===== src/rtl/psdc_cfg.svh =====
`ifndef PSDC_CFG_SVH
`define PSDC_CFG_SVH
// strap vector layout: the latched snapshot and the loader override share it
`define PSDC_STRAP_W        7
`define PSDC_S_DUPLEX       0
`define PSDC_S_BACKPRESS    1
`define PSDC_S_FDFC         2
`define PSDC_S_MANFC        3
`define PSDC_S_AUTOX        4
`define PSDC_S_MANX         5
`define PSDC_S_XOVR         6
// tie-off for the manual crossover soft strap (straight mdi)
`define PSDC_MANX_TIEOFF    1'h0
// phy register bit positions
`define PSDC_BC_DUPLEX      8
`define PSDC_ADV_10FD       6
`define PSDC_ADV_PAUSE      10
// special mode codes chosen by duplex
`define PSDC_MODE_HALF      3'h0
`define PSDC_MODE_FULL      3'h1
// axi4-lite map
`define PSDC_A_STRAP        4'h0
`define PSDC_A_OVR          4'h4
`define PSDC_A_CTRL         4'h8
`define PSDC_A_DFLT         4'hC
`define PSDC_CTRL_OVR_VALID 0
`define PSDC_CTRL_RELOAD    1
`define PSDC_RESP_OKAY      2'h0
`define PSDC_RESP_DECERR    2'h3
`endif


===== src/rtl/psdc_pkg.sv =====
package psdc_pkg;
`include "psdc_cfg.svh"
   typedef logic [`PSDC_STRAP_W-1:0] psdc_strap_type;
   typedef logic [2:0]               psdc_mode_type;
   // active-strap source selection
   typedef enum logic [1:0] {
      PSDC_SRC_IDLE   = 2'b00,
      PSDC_SRC_LATCH  = 2'b01,
      PSDC_SRC_LOADER = 2'b10
   } psdc_src_type;
endpackage : psdc_pkg


===== src/rtl/psdc_if.sv =====
`timescale 1ns/1ns
// decoded defaults passed from the decoder to the top
interface psdc_if;
   logic                    fullDuplex;
   logic                    backpressEn;
   logic                    txPauseEn;
   logic                    rxPauseEn;
   logic                    manualFlowCtl;
   logic                    advPause;
   logic                    adv10Full;
   logic [2:0]              specialMode;
   logic                    autoCross;
   logic                    crossMdix;
   modport producer (output fullDuplex, backpressEn, txPauseEn, rxPauseEn, manualFlowCtl,
                     advPause, adv10Full, specialMode, autoCross, crossMdix);
   modport consumer (input fullDuplex, backpressEn, txPauseEn, rxPauseEn, manualFlowCtl,
                     advPause, adv10Full, specialMode, autoCross, crossMdix);
endinterface : psdc_if


===== src/rtl/psdc_decode.sv =====
`timescale 1ns/1ns
`include "psdc_cfg.svh"
// pure decode of the active strap vector into register defaults
module psdc_decode (
   input  wire psdc_pkg::psdc_strap_type strap,
   psdc_if.producer                      dflt
);
   import psdc_pkg::*;

   // duplex default
   assign dflt.fullDuplex    = strap[`PSDC_S_DUPLEX];
   // duplex side effects
   assign dflt.adv10Full     = strap[`PSDC_S_DUPLEX];
   assign dflt.specialMode   = strap[`PSDC_S_DUPLEX] ? `PSDC_MODE_FULL : `PSDC_MODE_HALF;
   // backpressure default
   assign dflt.backpressEn   = strap[`PSDC_S_BACKPRESS];
   // pause enables, only in manual mode
   assign dflt.txPauseEn     = strap[`PSDC_S_FDFC] & strap[`PSDC_S_MANFC];
   assign dflt.rxPauseEn     = strap[`PSDC_S_FDFC] & strap[`PSDC_S_MANFC];
   assign dflt.manualFlowCtl = strap[`PSDC_S_MANFC];
   // symmetric pause advert
   assign dflt.advPause      = ~strap[`PSDC_S_MANFC];
   // auto crossover gated by override
   assign dflt.autoCross     = ~strap[`PSDC_S_XOVR] & strap[`PSDC_S_AUTOX];
   // manual crossover when auto off
   assign dflt.crossMdix     = ~strap[`PSDC_S_XOVR] & ~strap[`PSDC_S_AUTOX]
                               & strap[`PSDC_S_MANX];
endmodule : psdc_decode


===== src/rtl/psdc_strap_top.sv =====
`timescale 1ns/1ns
`include "psdc_cfg.svh"
//////////////////////////////////////////////////////////////////////////////
// Overview of operation
// the duplex strap gives the port 1 duplex default, low half and high full.
// the duplex strap also sets basic-control duplex, advert bit 6 and the mode field.
// the backpressure strap gives the port 1 backpressure enable default.
// the full-duplex flow-control strap sets both transmit and receive pause enables.
// the pause enables take effect only while manual flow control is selected.
// manual select low uses negotiation and sets symmetric pause advert bit 10.
// manual select high uses the pause enables and clears advert bit 10.
// with override clear, port 2 auto crossover follows its strap.
// with override set, the auto crossover strap has no effect.
// auto strap low and override clear picks mdi on 0 and mdix on 1 from manual strap.
// the manual crossover strap has no pin and ties to zero unless the loader overrides.
// straps latch on reset release and loader values override them.
// digital reset or reload restores latched values without re-sampling the pins; a loader pulse in the same cycle wins over both.
//////////////////////////////////////////////////////////////////////////////
module psdc_strap_top (
   input  wire logic                   clk,
   input  wire logic                   arst_n,
   input  wire logic                   pin_reset_n,
   input  wire logic                   digitalReset,
   input  wire logic                   p1DuplexInput,
   input  wire logic                   p1_backpressure_default_input,
   input  wire logic                   p1_fullduplex_flowctl_default_input,
   input  wire logic                   p1_manual_flowctl_select_input,
   input  wire logic                   p2AutoCrossInput,
   input  wire logic                   crossover_override_bit,
   input  wire logic                   loaderValid,
   input  wire psdc_pkg::psdc_strap_type loaderStraps,
   output logic                        phy_full_duplex_bit,
   output logic                        p1_backpressure_enable_bit,
   output logic                        p1_tx_pause_enable_bit,
   output logic                        p1_rx_pause_enable_bit,
   output logic                        p1_manual_flowctl_bit,
   output logic                        advSymPause,
   output logic                        adv10Full,
   output psdc_pkg::psdc_mode_type     phy_special_mode_reg,
   output logic                        p2AutoCross,
   output logic                        p2CrossMdix,
   output logic                        strapsLatched,
   input  wire logic [3:0]             s_axi_awaddr,
   input  wire logic                   s_axi_awvalid,
   output logic                        s_axi_awready,
   input  wire logic [31:0]            s_axi_wdata,
   input  wire logic [3:0]             s_axi_wstrb,
   input  wire logic                   s_axi_wvalid,
   output logic                        s_axi_wready,
   output logic [1:0]                  s_axi_bresp,
   output logic                        s_axi_bvalid,
   input  wire logic                   s_axi_bready,
   input  wire logic [3:0]             s_axi_araddr,
   input  wire logic                   s_axi_arvalid,
   output logic                        s_axi_arready,
   output logic [31:0]                 s_axi_rdata,
   output logic [1:0]                  s_axi_rresp,
   output logic                        s_axi_rvalid,
   input  wire logic                   s_axi_rready
);
   import psdc_pkg::*;

   //////////////////////////////////////////////////////////////////////////////
   // strap capture and selection state
   psdc_strap_type latch_q, latch_d;
   psdc_strap_type ovr_q, ovr_d;
   psdc_strap_type act_q, act_d;
   psdc_src_type   src_q, src_d;
   logic           ovrValid_q, ovrValid_d;
   logic           rstSeen_q, rstSeen_d;   // pin reset was low, capture on rising
   logic           reload;
   logic           swReload;
   logic           wrOvr;
   logic           wrCtrl;
   // held write word, declared here because the override path reads it
   logic [31:0]    wData_q, wData_d;
   psdc_strap_type pinStraps;

   // pins snapshot; manual crossover has no pin
   always_comb begin
      pinStraps = '0;
      pinStraps[`PSDC_S_DUPLEX]    = p1DuplexInput;
      pinStraps[`PSDC_S_BACKPRESS] = p1_backpressure_default_input;
      pinStraps[`PSDC_S_FDFC]      = p1_fullduplex_flowctl_default_input;
      pinStraps[`PSDC_S_MANFC]     = p1_manual_flowctl_select_input;
      pinStraps[`PSDC_S_AUTOX]     = p2AutoCrossInput;
      // tie-off to mdi
      pinStraps[`PSDC_S_MANX]      = `PSDC_MANX_TIEOFF;
      // override bit is captured with the straps so the loader can also set it
      pinStraps[`PSDC_S_XOVR]      = crossover_override_bit;
   end

   // digital reset and software reload share one restore path
   assign reload = digitalReset | swReload;

   // capture on first cycle after por or on pin reset release; a strap is a
   // level, so it is taken by a clocked process rather than the async reset
   always_comb begin
      latch_d    = latch_q;
      ovr_d      = ovr_q;
      act_d      = act_q;
      src_d      = src_q;
      ovrValid_d = ovrValid_q;
      rstSeen_d  = ~pin_reset_n;
      // latch on reset release
      if (src_q == PSDC_SRC_IDLE || (rstSeen_q && pin_reset_n)) begin
         latch_d    = pinStraps;
         act_d      = pinStraps;
         src_d      = PSDC_SRC_LATCH;
         ovrValid_d = 1'b0;
      end else begin
         if (loaderValid) begin
            ovr_d      = loaderStraps;
            ovrValid_d = 1'b1;
         end else if (wrOvr) begin
            ovr_d = wData_q[`PSDC_STRAP_W-1:0];
         end
         // a loader pulse in the same cycle wins over the software control write
         if (wrCtrl && !loaderValid) begin
            ovrValid_d = wData_q[`PSDC_CTRL_OVR_VALID];
         end
         // restore latched copy, pins not re-sampled
         if (reload && !loaderValid) begin
            ovrValid_d = 1'b0;
            act_d      = latch_q;
            src_d      = PSDC_SRC_LATCH;
         end else if (ovrValid_d) begin
            // loader overrides latch
            act_d = ovr_d;
            src_d = PSDC_SRC_LOADER;
         end else begin
            act_d = latch_q;
            src_d = PSDC_SRC_LATCH;
         end
      end
      // pin reset held low keeps the snapshot idle
      if (!pin_reset_n) begin
         src_d = PSDC_SRC_IDLE;
      end
   end

   always_ff @(posedge clk or negedge arst_n) begin
      if (!arst_n) begin
         latch_q    <= '0;
         ovr_q      <= '0;
         act_q      <= '0;
         src_q      <= PSDC_SRC_IDLE;
         ovrValid_q <= 1'b0;
         rstSeen_q  <= 1'b0;
      end else begin
         latch_q    <= latch_d;
         ovr_q      <= ovr_d;
         act_q      <= act_d;
         src_q      <= src_d;
         ovrValid_q <= ovrValid_d;
         rstSeen_q  <= rstSeen_d;
      end
   end

   //////////////////////////////////////////////////////////////////////////////
   // decode and output registers
   // decode is pure logic; every phy default output below is one register after act_q, strapsLatched comes straight from src_q
   psdc_if dflt ();

   psdc_decode u_decode (
      .strap (act_q),
      .dflt  (dflt.producer)
   );

   logic [11:0] out_q, out_d;

   // defaults registered for clean outputs
   // the register costs one cycle of latency but keeps glitches off the phy defaults
   always_comb begin
      out_d = {dflt.fullDuplex, dflt.backpressEn, dflt.txPauseEn, dflt.rxPauseEn,
               dflt.manualFlowCtl, dflt.advPause, dflt.adv10Full, dflt.specialMode,
               dflt.autoCross, dflt.crossMdix};
   end

   always_ff @(posedge clk or negedge arst_n) begin
      if (!arst_n) begin
         out_q <= '0;
      end else begin
         out_q <= out_d;
      end
   end

   assign {phy_full_duplex_bit, p1_backpressure_enable_bit, p1_tx_pause_enable_bit,
           p1_rx_pause_enable_bit, p1_manual_flowctl_bit, advSymPause, adv10Full,
           phy_special_mode_reg, p2AutoCross, p2CrossMdix} = out_q;
   // stays low through a pin reset, so a fresh snapshot can be told apart
   assign strapsLatched = (src_q != PSDC_SRC_IDLE);

   //////////////////////////////////////////////////////////////////////////////
   // axi4-lite slave: one write and one read outstanding
   logic        awHeld_q, awHeld_d, wHeld_q, wHeld_d, bvalid_q, bvalid_d;
   logic [3:0]  awAddr_q, awAddr_d;
   logic [1:0]  bresp_q, bresp_d;
   logic        rvalid_q, rvalid_d;
   logic [31:0] rdata_q, rdata_d;
   logic [1:0]  rresp_q, rresp_d;
   logic        doWrite;
   logic        wStrb0_q, wStrb0_d;   // lane 0 strobe held with the data

   // used by the write response; the read side decodes in its own case
   function automatic logic addrMapped(input logic [3:0] a);
      addrMapped = (a == `PSDC_A_STRAP) || (a == `PSDC_A_OVR) ||
                   (a == `PSDC_A_CTRL) || (a == `PSDC_A_DFLT);
   endfunction : addrMapped

   // both write readies stay low while a response waits: one write at a time
   assign s_axi_awready = ~awHeld_q & ~bvalid_q;
   assign s_axi_wready  = ~wHeld_q & ~bvalid_q;
   assign s_axi_arready = ~rvalid_q;
   assign doWrite  = awHeld_q & wHeld_q & ~bvalid_q;
   // software override: strobe and data come from the held copies, since
   // the master is free to drop the write channel once it has been taken
   assign wrOvr    = doWrite & (awAddr_q == `PSDC_A_OVR) & wStrb0_q;
   assign wrCtrl   = doWrite & (awAddr_q == `PSDC_A_CTRL) & wStrb0_q;
   // reload bit is not stored, so it reads back as zero and acts once
   assign swReload = wrCtrl & wData_q[`PSDC_CTRL_RELOAD];

   // write channel; override data comes from the held word
   always_comb begin
      awHeld_d = awHeld_q;
      wHeld_d  = wHeld_q;
      awAddr_d = awAddr_q;
      wData_d  = wData_q;
      wStrb0_d = wStrb0_q;
      bvalid_d = bvalid_q;
      bresp_d  = bresp_q;
      rvalid_d = rvalid_q;
      rdata_d  = rdata_q;
      rresp_d  = rresp_q;
      if (s_axi_awvalid && s_axi_awready) begin
         awHeld_d = 1'b1;
         // full address kept: a misaligned offset is unmapped and answers decerr
         awAddr_d = s_axi_awaddr;
      end
      if (s_axi_wvalid && s_axi_wready) begin
         wHeld_d = 1'b1;
         wData_d = s_axi_wdata;
         wStrb0_d = s_axi_wstrb[0];
      end
      if (doWrite) begin
         awHeld_d = 1'b0;
         wHeld_d  = 1'b0;
         bvalid_d = 1'b1;
         bresp_d  = addrMapped(awAddr_q) ? `PSDC_RESP_OKAY : `PSDC_RESP_DECERR;
      end else if (bvalid_q && s_axi_bready) begin
         bvalid_d = 1'b0;
      end
      // read: state and defaults visible to software
      if (s_axi_arvalid && s_axi_arready) begin
         rvalid_d = 1'b1;
         rresp_d  = `PSDC_RESP_OKAY;
         rdata_d  = '0;
         // misaligned read offsets fall to the default and answer decerr
         unique case (s_axi_araddr)
            `PSDC_A_STRAP: rdata_d[`PSDC_STRAP_W-1:0] = latch_q;
            `PSDC_A_OVR:   rdata_d[`PSDC_STRAP_W-1:0] = ovr_q;
            `PSDC_A_CTRL:  rdata_d[`PSDC_CTRL_OVR_VALID] = ovrValid_q;
            `PSDC_A_DFLT:  rdata_d[11:0] = out_q;
            default:       rresp_d = `PSDC_RESP_DECERR;
         endcase
      end else if (rvalid_q && s_axi_rready) begin
         rvalid_d = 1'b0;
      end
   end

   always_ff @(posedge clk or negedge arst_n) begin
      if (!arst_n) begin
         awHeld_q <= 1'b0;
         wHeld_q  <= 1'b0;
         awAddr_q <= '0;
         wData_q  <= '0;
         wStrb0_q <= 1'b0;
         bvalid_q <= 1'b0;
         bresp_q  <= '0;
         rvalid_q <= 1'b0;
         rdata_q  <= '0;
         rresp_q  <= '0;
      end else begin
         awHeld_q <= awHeld_d;
         wHeld_q  <= wHeld_d;
         awAddr_q <= awAddr_d;
         wData_q  <= wData_d;
         wStrb0_q <= wStrb0_d;
         bvalid_q <= bvalid_d;
         bresp_q  <= bresp_d;
         rvalid_q <= rvalid_d;
         rdata_q  <= rdata_d;
         rresp_q  <= rresp_d;
      end
   end

   assign s_axi_bvalid = bvalid_q;
   assign s_axi_bresp  = bresp_q;
   assign s_axi_rvalid = rvalid_q;
   assign s_axi_rdata  = rdata_q;
   assign s_axi_rresp  = rresp_q;

endmodule : psdc_strap_top


===== config.mk =====
export PLATFORM = sky130hd
export DESIGN_NAME = psdc_strap_top
export DESIGN_NICKNAME = d
export VERILOG_FILES = /design/src/rtl/psdc_pkg.sv /design/src/rtl/psdc_if.sv /design/src/rtl/psdc_decode.sv /design/src/rtl/psdc_strap_top.sv
export VERILOG_INCLUDE_DIRS = /design/src /design/src/rtl
export SDC_FILE = /design/constraint.sdc
export NUM_CORES = 1
export LEC_CHECK = 0
export BUFFER_PORTS_ARGS = -buffer_cell sky130_fd_sc_hd__buf_2
export CAP_MARGIN = 20
export CORE_MARGIN = 3
export CORE_UTILIZATION = 48
export DETAILED_ROUTE_END_ITERATION = 6
export GPL_TIMING_DRIVEN = 1
export PLACE_DENSITY_LB_ADDON = 0.3
export SLEW_MARGIN = 20
export SYNTH_ARGS = -nofsm -noshare
export SYNTH_HDL_FRONTEND = slang
export SYNTH_SLANG_ARGS = --single-unit
export TNS_END_PERCENT = 100

===== constraint.sdc =====
create_clock -name clk -period 2.05 [get_ports clk]
set_input_delay 0.1025 -clock clk [delete_from_list [all_inputs] [get_ports clk]]
set_output_delay 0.1025 -clock clk [all_outputs]
set_load 0.01 [all_outputs]

==> results.json, run 1 <==
{
  "status": "finished clean",
  "num_antenna_cells": 0,
  "reg2reg_depth": 4,
  "reg2reg_from": "s_axi_bvalid",
  "syn2layout_area_growth_pct": 24.3,
  "clkTransAtPathRegs_ns": 0.06,
  "final-hold-violation-count": 0,
  "port_buffers": 70,
  "layout_commonest_cell": "buf_2",
  "min_to": "awAddr_q[3]",
  "yosys_warnings": 0,
  "grt_max_degree": 35,
  "hold_depth": 2,
  "crit_path_top_delay_cell": "or4b_4",
  "multi_input_area_mm2": 0.00112,
  "gp_congestion": 0.803,
  "wire_per_inst_um": 14.4,
  "grt_pass1_vias": 2106,
  "cts_root_buffer": "clkbuf_8",
  "numCtsBuffers": 9,
  "fin_crit_sh": 0.907,
  "path_cells": "or4b_4, nor4_4, a211o_4, o221ai_2",
  "yosysUniqueCellTypes": 46,
  "arrival_ns": 2.04,
  "r2r_slack_ns": 0.19,
  "coreArea_mm2": 0.00564,
  "finalWirelength_mm": 6.12,
  "critical_path_class": "reg2reg",
  "max_freq_mhz": 538,
  "die_area_mm2": 0.00693,
  "min_period_ns": 1.86,
  "num_rows": 27,
  "initial_core_util": 0.507,
  "die-height_um": 83.2,
  "ir_worst_vdd_mv": 0.526,
  "r2r-end": "act_q[3]",
  "worst_pin_slew_ns": 0.630,
  "final_cell_mix": "buf_2 (70), dfrtp_1 (60), nand2_1 (43), conb_1 (22), dlygate4sd3_1 (20)",
  "antenna_found_initial": 0,
  "fp.dieW_um": 83.2,
  "syn_area_mm2": 0.00286,
  "cts.sinks": 60,
  "grt_first_pass_wirelength_mm": 10.2,
  "p_leak_nw": 1.77,
  "final_net_count": 417,
  "routed_via_density": 5.11,
  "synth_seq_cells": 60,
  "critPathCaptureType": "flop",
  "dp_hpwl_mm": 4.44,
  "tns_ns": 0,
  "clockBufferDepth": 2,
  "cts_tree": "done",
  "slew_violations": 0,
  "grtUsageTotal": 0.187,
  "final_antenna_net_count": 0,
  "gr-total-overflow": 0,
  "register_area_mm2": 0.00150,
  "drv_cap": 0,
  "skew_ns": 0.00549,
  "fill_cells": 485,
  "drt_first_iter_violations": 168,
  "htreeDepth": 3,
  "cp-start-kind": "flop",
  "total_power_mw": 3.63,
  "via_count": 2170,
  "syn-instance-count": 264,
  "drive_gt1_frac": 0.331,
  "dr.pass1.iters": 4,
  "critPathMaxStageDelay_ns": 0.58,
  "drc_errors": 0,
  "syn_area_per_cell_um2": 10.8,
  "path_buf_inv": 0,
  "slew_headroom": 0.580,
  "finalSetupViolations": 0,
  "rsz0062_at_grt": "no",
  "ys_seq_area_frac": 0.524,
  "hp-start": "s_axi_awaddr[3]",
  "path_delay_family": "simple AND/OR/NAND/NOR gates",
  "required_ns": 2.23,
  "clkLatencyLatePin_ns": 0.33,
  "powerDensity_mw_per_mm2": 1020,
  "cts-resized-gates": 0,
  "pin_count": 121,
  "critPathMaxFanout": 8,
  "min_path_type": "in2reg"
}
## kinds of logic after synthesis
group	share of synthesized area
buffers and inverters	0.111
other	0.00131
AOI/OAI and AO/OA	0.151
DFF	0.524
muxes	0.0621
and+or+nand+nor	0.149
## worst max path at each step
| stage | from | end | slack (ns) | depth (start not counted) |
|---|---|---|---|---|
| detailed placement | s_axi_bvalid | act_q[3] | 0.22 | 4 |
| global placement | s_axi_bvalid | act_q[6] | 0.21 | 4 |
| floorplan | s_axi_bvalid | act_q[0] | 0.26 | 4 |
| finish | s_axi_bvalid | act_q[3] | 0.19 | 4 |
| CTS | s_axi_bvalid | act_q[3] | 0.20 | 4 |
| global route | wHeld_q | act_q[3] | 0.11 | 4 |
## state kept, by name (all words and copies together) (netlist names)
register / count
act_q: 7
awAddr_q: 4
awHeld_q: 1
latch_q: 6
out_q: 7
ovrValid_q: 1
ovr_q: 7
rstSeen_q: 1
s_axi_bresp: 1
s_axi_bvalid: 1
s_axi_rdata: 11
s_axi_rresp: 1
s_axi_rvalid: 1
src_q: 2
wData_q: 7
wHeld_q: 1
wStrb0_q: 1
## power breakdown
group          total [mW]  internal [mW]  switching (mW)
combinational       0.937          0.461           0.475
clock                1.03          0.612           0.418
sequential           1.66           1.45           0.207
## cell type report
| class | count | area share |
|---|---|---|
| Clock buffer | 12 | 0.0436 |
| Clock inverter | 2 | 0.00984 |
| Tap cell | 72 | 0.0253 |
| Inverter | 15 | 0.0158 |
| Sequential cell | 60 | 0.422 |
| Multi-Input combinational cell | 169 | 0.315 |
| Timing Repair Buffer | 95 | 0.169 |
## per-stage QoR
step	area, µm²	worst slack [ns]	cells	utilization	hold WS [ns]
detailed placement	3170	0.215	391	0.562	0.160
global route	3560	0.111	425	0.631	0.00580
global placement	3170	0.210	391	0.562	0.163
finish	3560	0.192	425	0.631	0.0139
CTS	3560	0.196	425	0.631	0.000514
floorplan	2940	0.264	285	-	-0.193
## Yosys cell counts, drive strengths merged
| library cell | n | area (µm²) |
|---|---|---|
| a32o | 1 | 10.0 |
| a22oi | 3 | 22.5 |
| and2b | 2 | 16.3 |
| mux2i | 2 | 20.0 |
| o22ai | 1 | 6.26 |
| or4b | 1 | 13.8 |
| a21oi | 5 | 28.8 |
| dfrtp | 60 | 1500 |
| o311a | 6 | 60.1 |
| nand2b | 1 | 6.26 |
| and4b | 2 | 20.0 |
| nor2b | 1 | 6.26 |
| inv | 15 | 56.3 |
| o31ai | 2 | 15.0 |
| nor3 | 1 | 5.00 |
| nand4 | 6 | 37.5 |
| clkbuf | 10 | 37.5 |
| o221ai | 6 | 90.1 |
| and2 | 5 | 31.3 |
| nand3 | 1 | 5.00 |
| o2bb2ai | 1 | 8.76 |
| and3 | 2 | 12.5 |
| or2 | 1 | 6.26 |
| mux4 | 1 | 22.5 |
| o41ai | 1 | 16.3 |
| a211o | 1 | 17.5 |
| nor3b | 2 | 15.0 |
| a31oi | 1 | 6.26 |
| a22o | 5 | 43.8 |
| or3 | 1 | 6.26 |
| a21o | 1 | 7.51 |
| nor4 | 1 | 21.3 |
| buf | 31 | 225 |
| nand4b | 1 | 8.76 |
| conb | 1 | 3.75 |
| o21ai | 17 | 85.1 |
| o21a | 2 | 15.0 |
| nor2 | 5 | 18.8 |
| nor4b | 2 | 30.0 |
| mux2 | 12 | 135 |
| nand2 | 44 | 168 |
## what timing repair did
action                                  CTS  global route
endpoints found under the hold margin    48             0
hold buffers                             20             0
buffers inserted                          0             0
endpoints found under the setup margin    0             0
## routing by layer
metal  GRT usage  up-vias  wire length, µm
li1            -     1051                -
met2       0.284       72             2910
met3      0.0347        9              363
met4       0.107        0              125
met1       0.250     1038             2730
met5           0        -                0
No activity file was read; power rests on OpenSTA's default activity.
==> run 2: changes to the inputs <==
Settings changed: HOLD_SLACK_MARGIN from default to 0.1.
==> run 2 against run 1 <==
Compared with the run above:
- global-route usage increased by 0.18 points
- sequential cell count unchanged
- register-to-register slack about the same
- clock-buffer cell count unchanged
- critical path depth unchanged
- clock skew about the same
- cell count increased by 1.2%
- wire length increased by 2.2%
- first-iteration DRC count decreased by 2.4%
- design area increased by 1.4%
- worst setup slack improved by 0.0047 ns
- die area unchanged
==> results.json, run 2 (synthesis gave the netlist of run 1 again) <==
{
  "drt_first_iter_violations": 164,
  "numCtsBuffers": 9,
  "clkLatencyLatePin_ns": 0.33,
  "coreArea_mm2": 0.00564,
  "die-height_um": 83.2,
  "powerDensity_mw_per_mm2": 1010,
  "max_freq_mhz": 539,
  "initial_core_util": 0.507,
  "finalSetupViolations": 0,
  "num_rows": 27,
  "clkTransAtPathRegs_ns": 0.06,
  "cts-resized-gates": 0,
  "slew_headroom": 0.572,
  "postCtsSetupRepairBufs": 0,
  "clockBufferDepth": 2,
  "num_antenna_cells": 0,
  "drive_gt1_frac": 0.327,
  "largest_register_ffs": 11,
  "required_ns": 2.23,
  "fin_crit_sh": 0.904,
  "via_count": 2187,
  "die_area_mm2": 0.00693,
  "gp_congestion": 0.803,
  "status": "finished clean",
  "cts_hold_buf": 25,
  "final_cell_mix": "buf_2 (70), dfrtp_1 (60), nand2_1 (43), dlygate4sd3_1 (25), conb_1 (22)",
  "fp.dieW_um": 83.2,
  "cts_tree": "done",
  "grt_max_degree": 35,
  "routed_via_density": 5.09,
  "grt_pass1_vias": 2117,
  "final_net_count": 422,
  "min_path_type": "in2reg",
  "cp-start-kind": "flop",
  "critical_path_class": "reg2reg",
  "htreeDepth": 3,
  "dr.pass1.iters": 5,
  "gr-total-overflow": 0,
  "syn2layout_area_growth_pct": 26.1,
  "arrival_ns": 2.04,
  "cts.sinks": 60,
  "cts_root_buffer": "clkbuf_8",
  "final-hold-violation-count": 0,
  "critPathCaptureType": "flop",
  "post_dp_cell_area_mm2": 0.00317,
  "pin_count": 121,
  "drv_cap": 0,
  "grtUsageTotal": 0.188,
  "skew_ns": 0.00571,
  "rsz0062_at_grt": "no",
  "dp_hpwl_mm": 4.44,
  "critPathMaxFanout": 8,
  "fill_cells": 475,
  "final_antenna_net_count": 0,
  "drc_errors": 0,
  "p_leak_nw": 1.79,
  "layout_commonest_cell": "buf_2",
  "worst_pin_slew_ns": 0.642,
  "r2r_slack_ns": 0.20,
  "wire_per_inst_um": 14.6,
  "final_cell_area_mm2": 0.00361,
  "antenna_found_initial": 0,
  "tns_ns": 0,
  "slew_violations": 0,
  "port_buffers": 70,
  "ir_worst_vdd_mv": 0.525,
  "finalWirelength_mm": 6.26,
  "min_period_ns": 1.85,
  "grt_first_pass_wirelength_mm": 10.3
}
-- run 2: changes by cell type in the layout (fill, tap and decap cells not counted) --
cell / change
dlygate4sd3_1: +5
-- run 2: per-layer routing --
layer,global-route usage,wire (µm),vias to the layer above
li1,-,-,1055
met1,0.251,2740,1050
met2,0.289,3020,73
met5,0,0,-
met3,0.0337,381,9
met4,0.107,112,0
-- run 2: critical path, stage by stage, from the launching register on --
cell and delay (ns):
dfrtp_1 0.41, or4b_4 0.58, nor4_4 0.34, a211o_4 0.24
o221ai_2 0.13
-- run 2: report_power, final --
part / total, mW / switching, mW / internal (mW) / leakage, nW
logic: 0.945 / 0.478 / 0.467 / 0.944
clock network: 1.03 / 0.416 / 0.612 / 0.0983
registers: 1.66 / 0.210 / 1.45 / 0.748
-- run 2: metrics by stage --
stage,utilization,total power [mW],hold WS (ns),instances,setup slack (ns)
CTS,0.640,3.68,0.100,430,0.196
finish,0.640,3.64,0.117,430,0.196
detailed placement,0.562,2.59,0.160,391,0.215
floorplan,-,2.32,-0.193,285,0.264
global placement,0.562,2.56,0.163,391,0.210
global route,0.640,3.87,0.116,430,0.107
-- run 2: worst paths after layout --
check,from,end,cells past startpoint
worst max-delay path,s_axi_bvalid,act_q[3],4
worst min-delay path,s_axi_araddr[3],s_axi_rdata[4],2
worst max register to register,s_axi_bvalid,act_q[3],4
worst min register to register,act_q[0],out_q[5],0
max in group asynchronous,arst_n,act_q[1],3
min in group asynchronous,arst_n,s_axi_rdata[11],2
-- run 2: area by class of cell --
| class | instances | area [µm²] | share of cell area |
|---|---|---|---|
| Sequential cell | 60 | 1500 | 0.416 |
| Multi-Input combinational cell | 169 | 1120 | 0.311 |
| Timing Repair Buffer | 100 | 651 | 0.180 |
| Clock buffer | 12 | 155 | 0.0430 |
| Tap cell | 72 | 90.1 | 0.0250 |
| Inverter | 15 | 56.3 | 0.0156 |
| Clock inverter | 2 | 35.0 | 0.00971 |
==> run 3: changes to the inputs <==
Settings changed: REMOVE_ABC_BUFFERS from default to 1.
==> run 3 against run 2 <==
Compared with the run above:
- wire length increased by 3.7%
- worst hold slack improved by 0.0023 ns
- global-route usage increased by 1.2 points
- largest cell class unchanged
- power decreased by 4.1%
- design area decreased by 0.21%
- first-iteration DRC count increased by 18%
- sequential share of layout area increased by 0.087 points
- utilization decreased by 0.13 points
- sequential power about the same
- non-clock buffer count increased by 3
- combinational power increased by 2.3%
- via count increased by 1.7%
==> results.json, run 3 (synthesis gave the netlist of run 1 again) <==
{
  "p_leak_nw": 1.78,
  "via_count": 2225,
  "dp_cells": 393,
  "cts.sinks": 60,
  "initial_core_util": 0.507,
  "grt_pass1_vias": 2210,
  "postCtsSetupRepairBufs": 0,
  "drt_first_iter_violations": 193,
  "finalWirelength_mm": 6.49,
  "dp_hpwl_mm": 4.55,
  "min_period_ns": 1.85,
  "final_net_count": 425,
  "stdcell_count": 434,
  "drc_errors": 0,
  "drive_gt1_frac": 0.331,
  "antenna_found_initial": 0,
  "final_cell_area_mm2": 0.00360,
  "status": "finished clean",
  "grtUsageTotal": 0.201,
  "largest_register_ffs": 11,
  "slew_violations": 0,
  "path_cells": "or4b_4, nor4_4, a211o_4, o221ai_2",
  "tns_ns": 0,
  "min_path_type": "in2reg",
  "fin_crit_sh": 0.903,
  "powerDensity_mw_per_mm2": 969,
  "path_delay_family": "simple AND/OR/NAND/NOR gates",
  "hp-start": "s_axi_wvalid",
  "pin_count": 121,
  "cts_root_buffer": "clkbuf_8",
  "clkTransAtPathRegs_ns": 0.06,
  "cp-start-kind": "flop",
  "wire_per_inst_um": 14.9,
  "skew_ns": 0.00716,
  "dp_slack_ns": 0.207,
  "critPathMaxStageDelay_ns": 0.58,
  "max_freq_mhz": 540,
  "layout_commonest_cell": "buf_2",
  "worst_pin_slew_ns": 0.605,
  "final_cell_mix": "buf_2 (70), dfrtp_1 (60), nand2_1 (43), dlygate4sd3_1 (26), conb_1 (22)",
  "final-hold-violation-count": 0,
  "critical_path_class": "reg2reg",
  "drv_cap": 0,
  "path_buf_inv": 0,
  "fp.dieW_um": 83.2,
  "clkLatencyLatePin_ns": 0.33,
  "register_area_mm2": 0.00150,
  "multi_input_area_mm2": 0.00112,
  "holdWs_ns": 0.120,
  "reg2reg_depth": 4,
  "grt_max_degree": 36,
  "cts_hold_buf": 26,
  "clockBufferDepth": 2,
  "cts_tree": "done",
  "reg2reg_from": "s_axi_bvalid",
  "rsz0062_at_grt": "no",
  "critPathMaxFanout": 8,
  "num_antenna_cells": 0,
  "final_util": 0.639,
  "dr.pass1.iters": 4,
  "gr-total-overflow": 0,
  "grt_first_pass_wirelength_mm": 11.0,
  "hold_depth": 3,
  "min_to": "wHeld_q",
  "syn2layout_area_growth_pct": 25.8,
  "numCtsBuffers": 9,
  "r2r-end": "act_q[4]",
  "htreeDepth": 3,
  "final_antenna_net_count": 0,
  "total_power_mw": 3.49,
  "die_area_mm2": 0.00693,
  "critPathCaptureType": "flop",
  "coreArea_mm2": 0.00564,
  "finalSetupViolations": 0,
  "routed_via_density": 5.13,
  "setup_slack_ns": 0.199,
  "fill_cells": 479,
  "cts-resized-gates": 0,
  "crit_path_top_delay_cell": "or4b_4",
  "gp_congestion": 0.874,
  "die-height_um": 83.2,
  "arrival_ns": 2.03,
  "ir_worst_vdd_mv": 0.459,
  "slew_headroom": 0.597,
  "post_dp_cell_area_mm2": 0.00318,
  "num_rows": 27,
  "port_buffers": 70,
  "r2r_slack_ns": 0.20,
  "required_ns": 2.23
}
==> run 3: changes by cell type in the layout (fill, tap and decap cells not counted) <==
| cell | delta |
|---|---|
| buf_4 | +2 |
| bufinv_16 | -1 |
| clkbuf_8 | -2 |
| clkinv_2 | +2 |
| clkinvlp_4 | +2 |
| dlygate4sd3_1 | +1 |
==> run 3: final cells by class <==
class | instances | area share
Multi-Input combinational cell | 169 | 0.311
Inverter | 15 | 0.0156
Timing Repair Buffer | 103 | 0.188
Tap cell | 72 | 0.0250
Clock buffer | 10 | 0.0354
Clock inverter | 5 | 0.00834
Sequential cell | 60 | 0.417
==> run 3: tightest hold or removal path, cell delays in order <==
cell	delay [ns]
buf_2	0.08
and2b_2	0.14
o21a_1	0.10
==> run 3: how the worst max path moves through the flow <==
| stage | from | cells after the start | slack [ns] | to |
|---|---|---|---|---|
| floorplan | s_axi_bvalid | 4 | 0.16 | act_q[0] |
| global placement | s_axi_bvalid | 4 | 0.22 | act_q[3] |
| detailed placement | awAddr_q[1] | 4 | 0.21 | act_q[3] |
| CTS | awAddr_q[1] | 4 | 0.19 | act_q[3] |
| global route | s_axi_rvalid | 4 | 0.09 | s_axi_rresp[0] |
| finish | s_axi_bvalid | 4 | 0.20 | act_q[4] |
==> run 3: power by group <==
part	switching (mW)	total, mW	internal, mW
sequential	0.208	1.66	1.45
clock	0.437	0.861	0.424
combinational	0.495	0.967	0.473
==> run 3: layer usage <==
metal / part of all wire / GRT usage / vias up / routed length, µm
met5: 0 / 0 / - / 0
met4: 0.013 / 0.0921 / 0 / 82
met3: 0.066 / 0.0397 / 6 / 431
met2: 0.50 / 0.337 / 86 / 3270
met1: 0.42 / 0.249 / 1069 / 2700
li1: - / - / 1064 / -
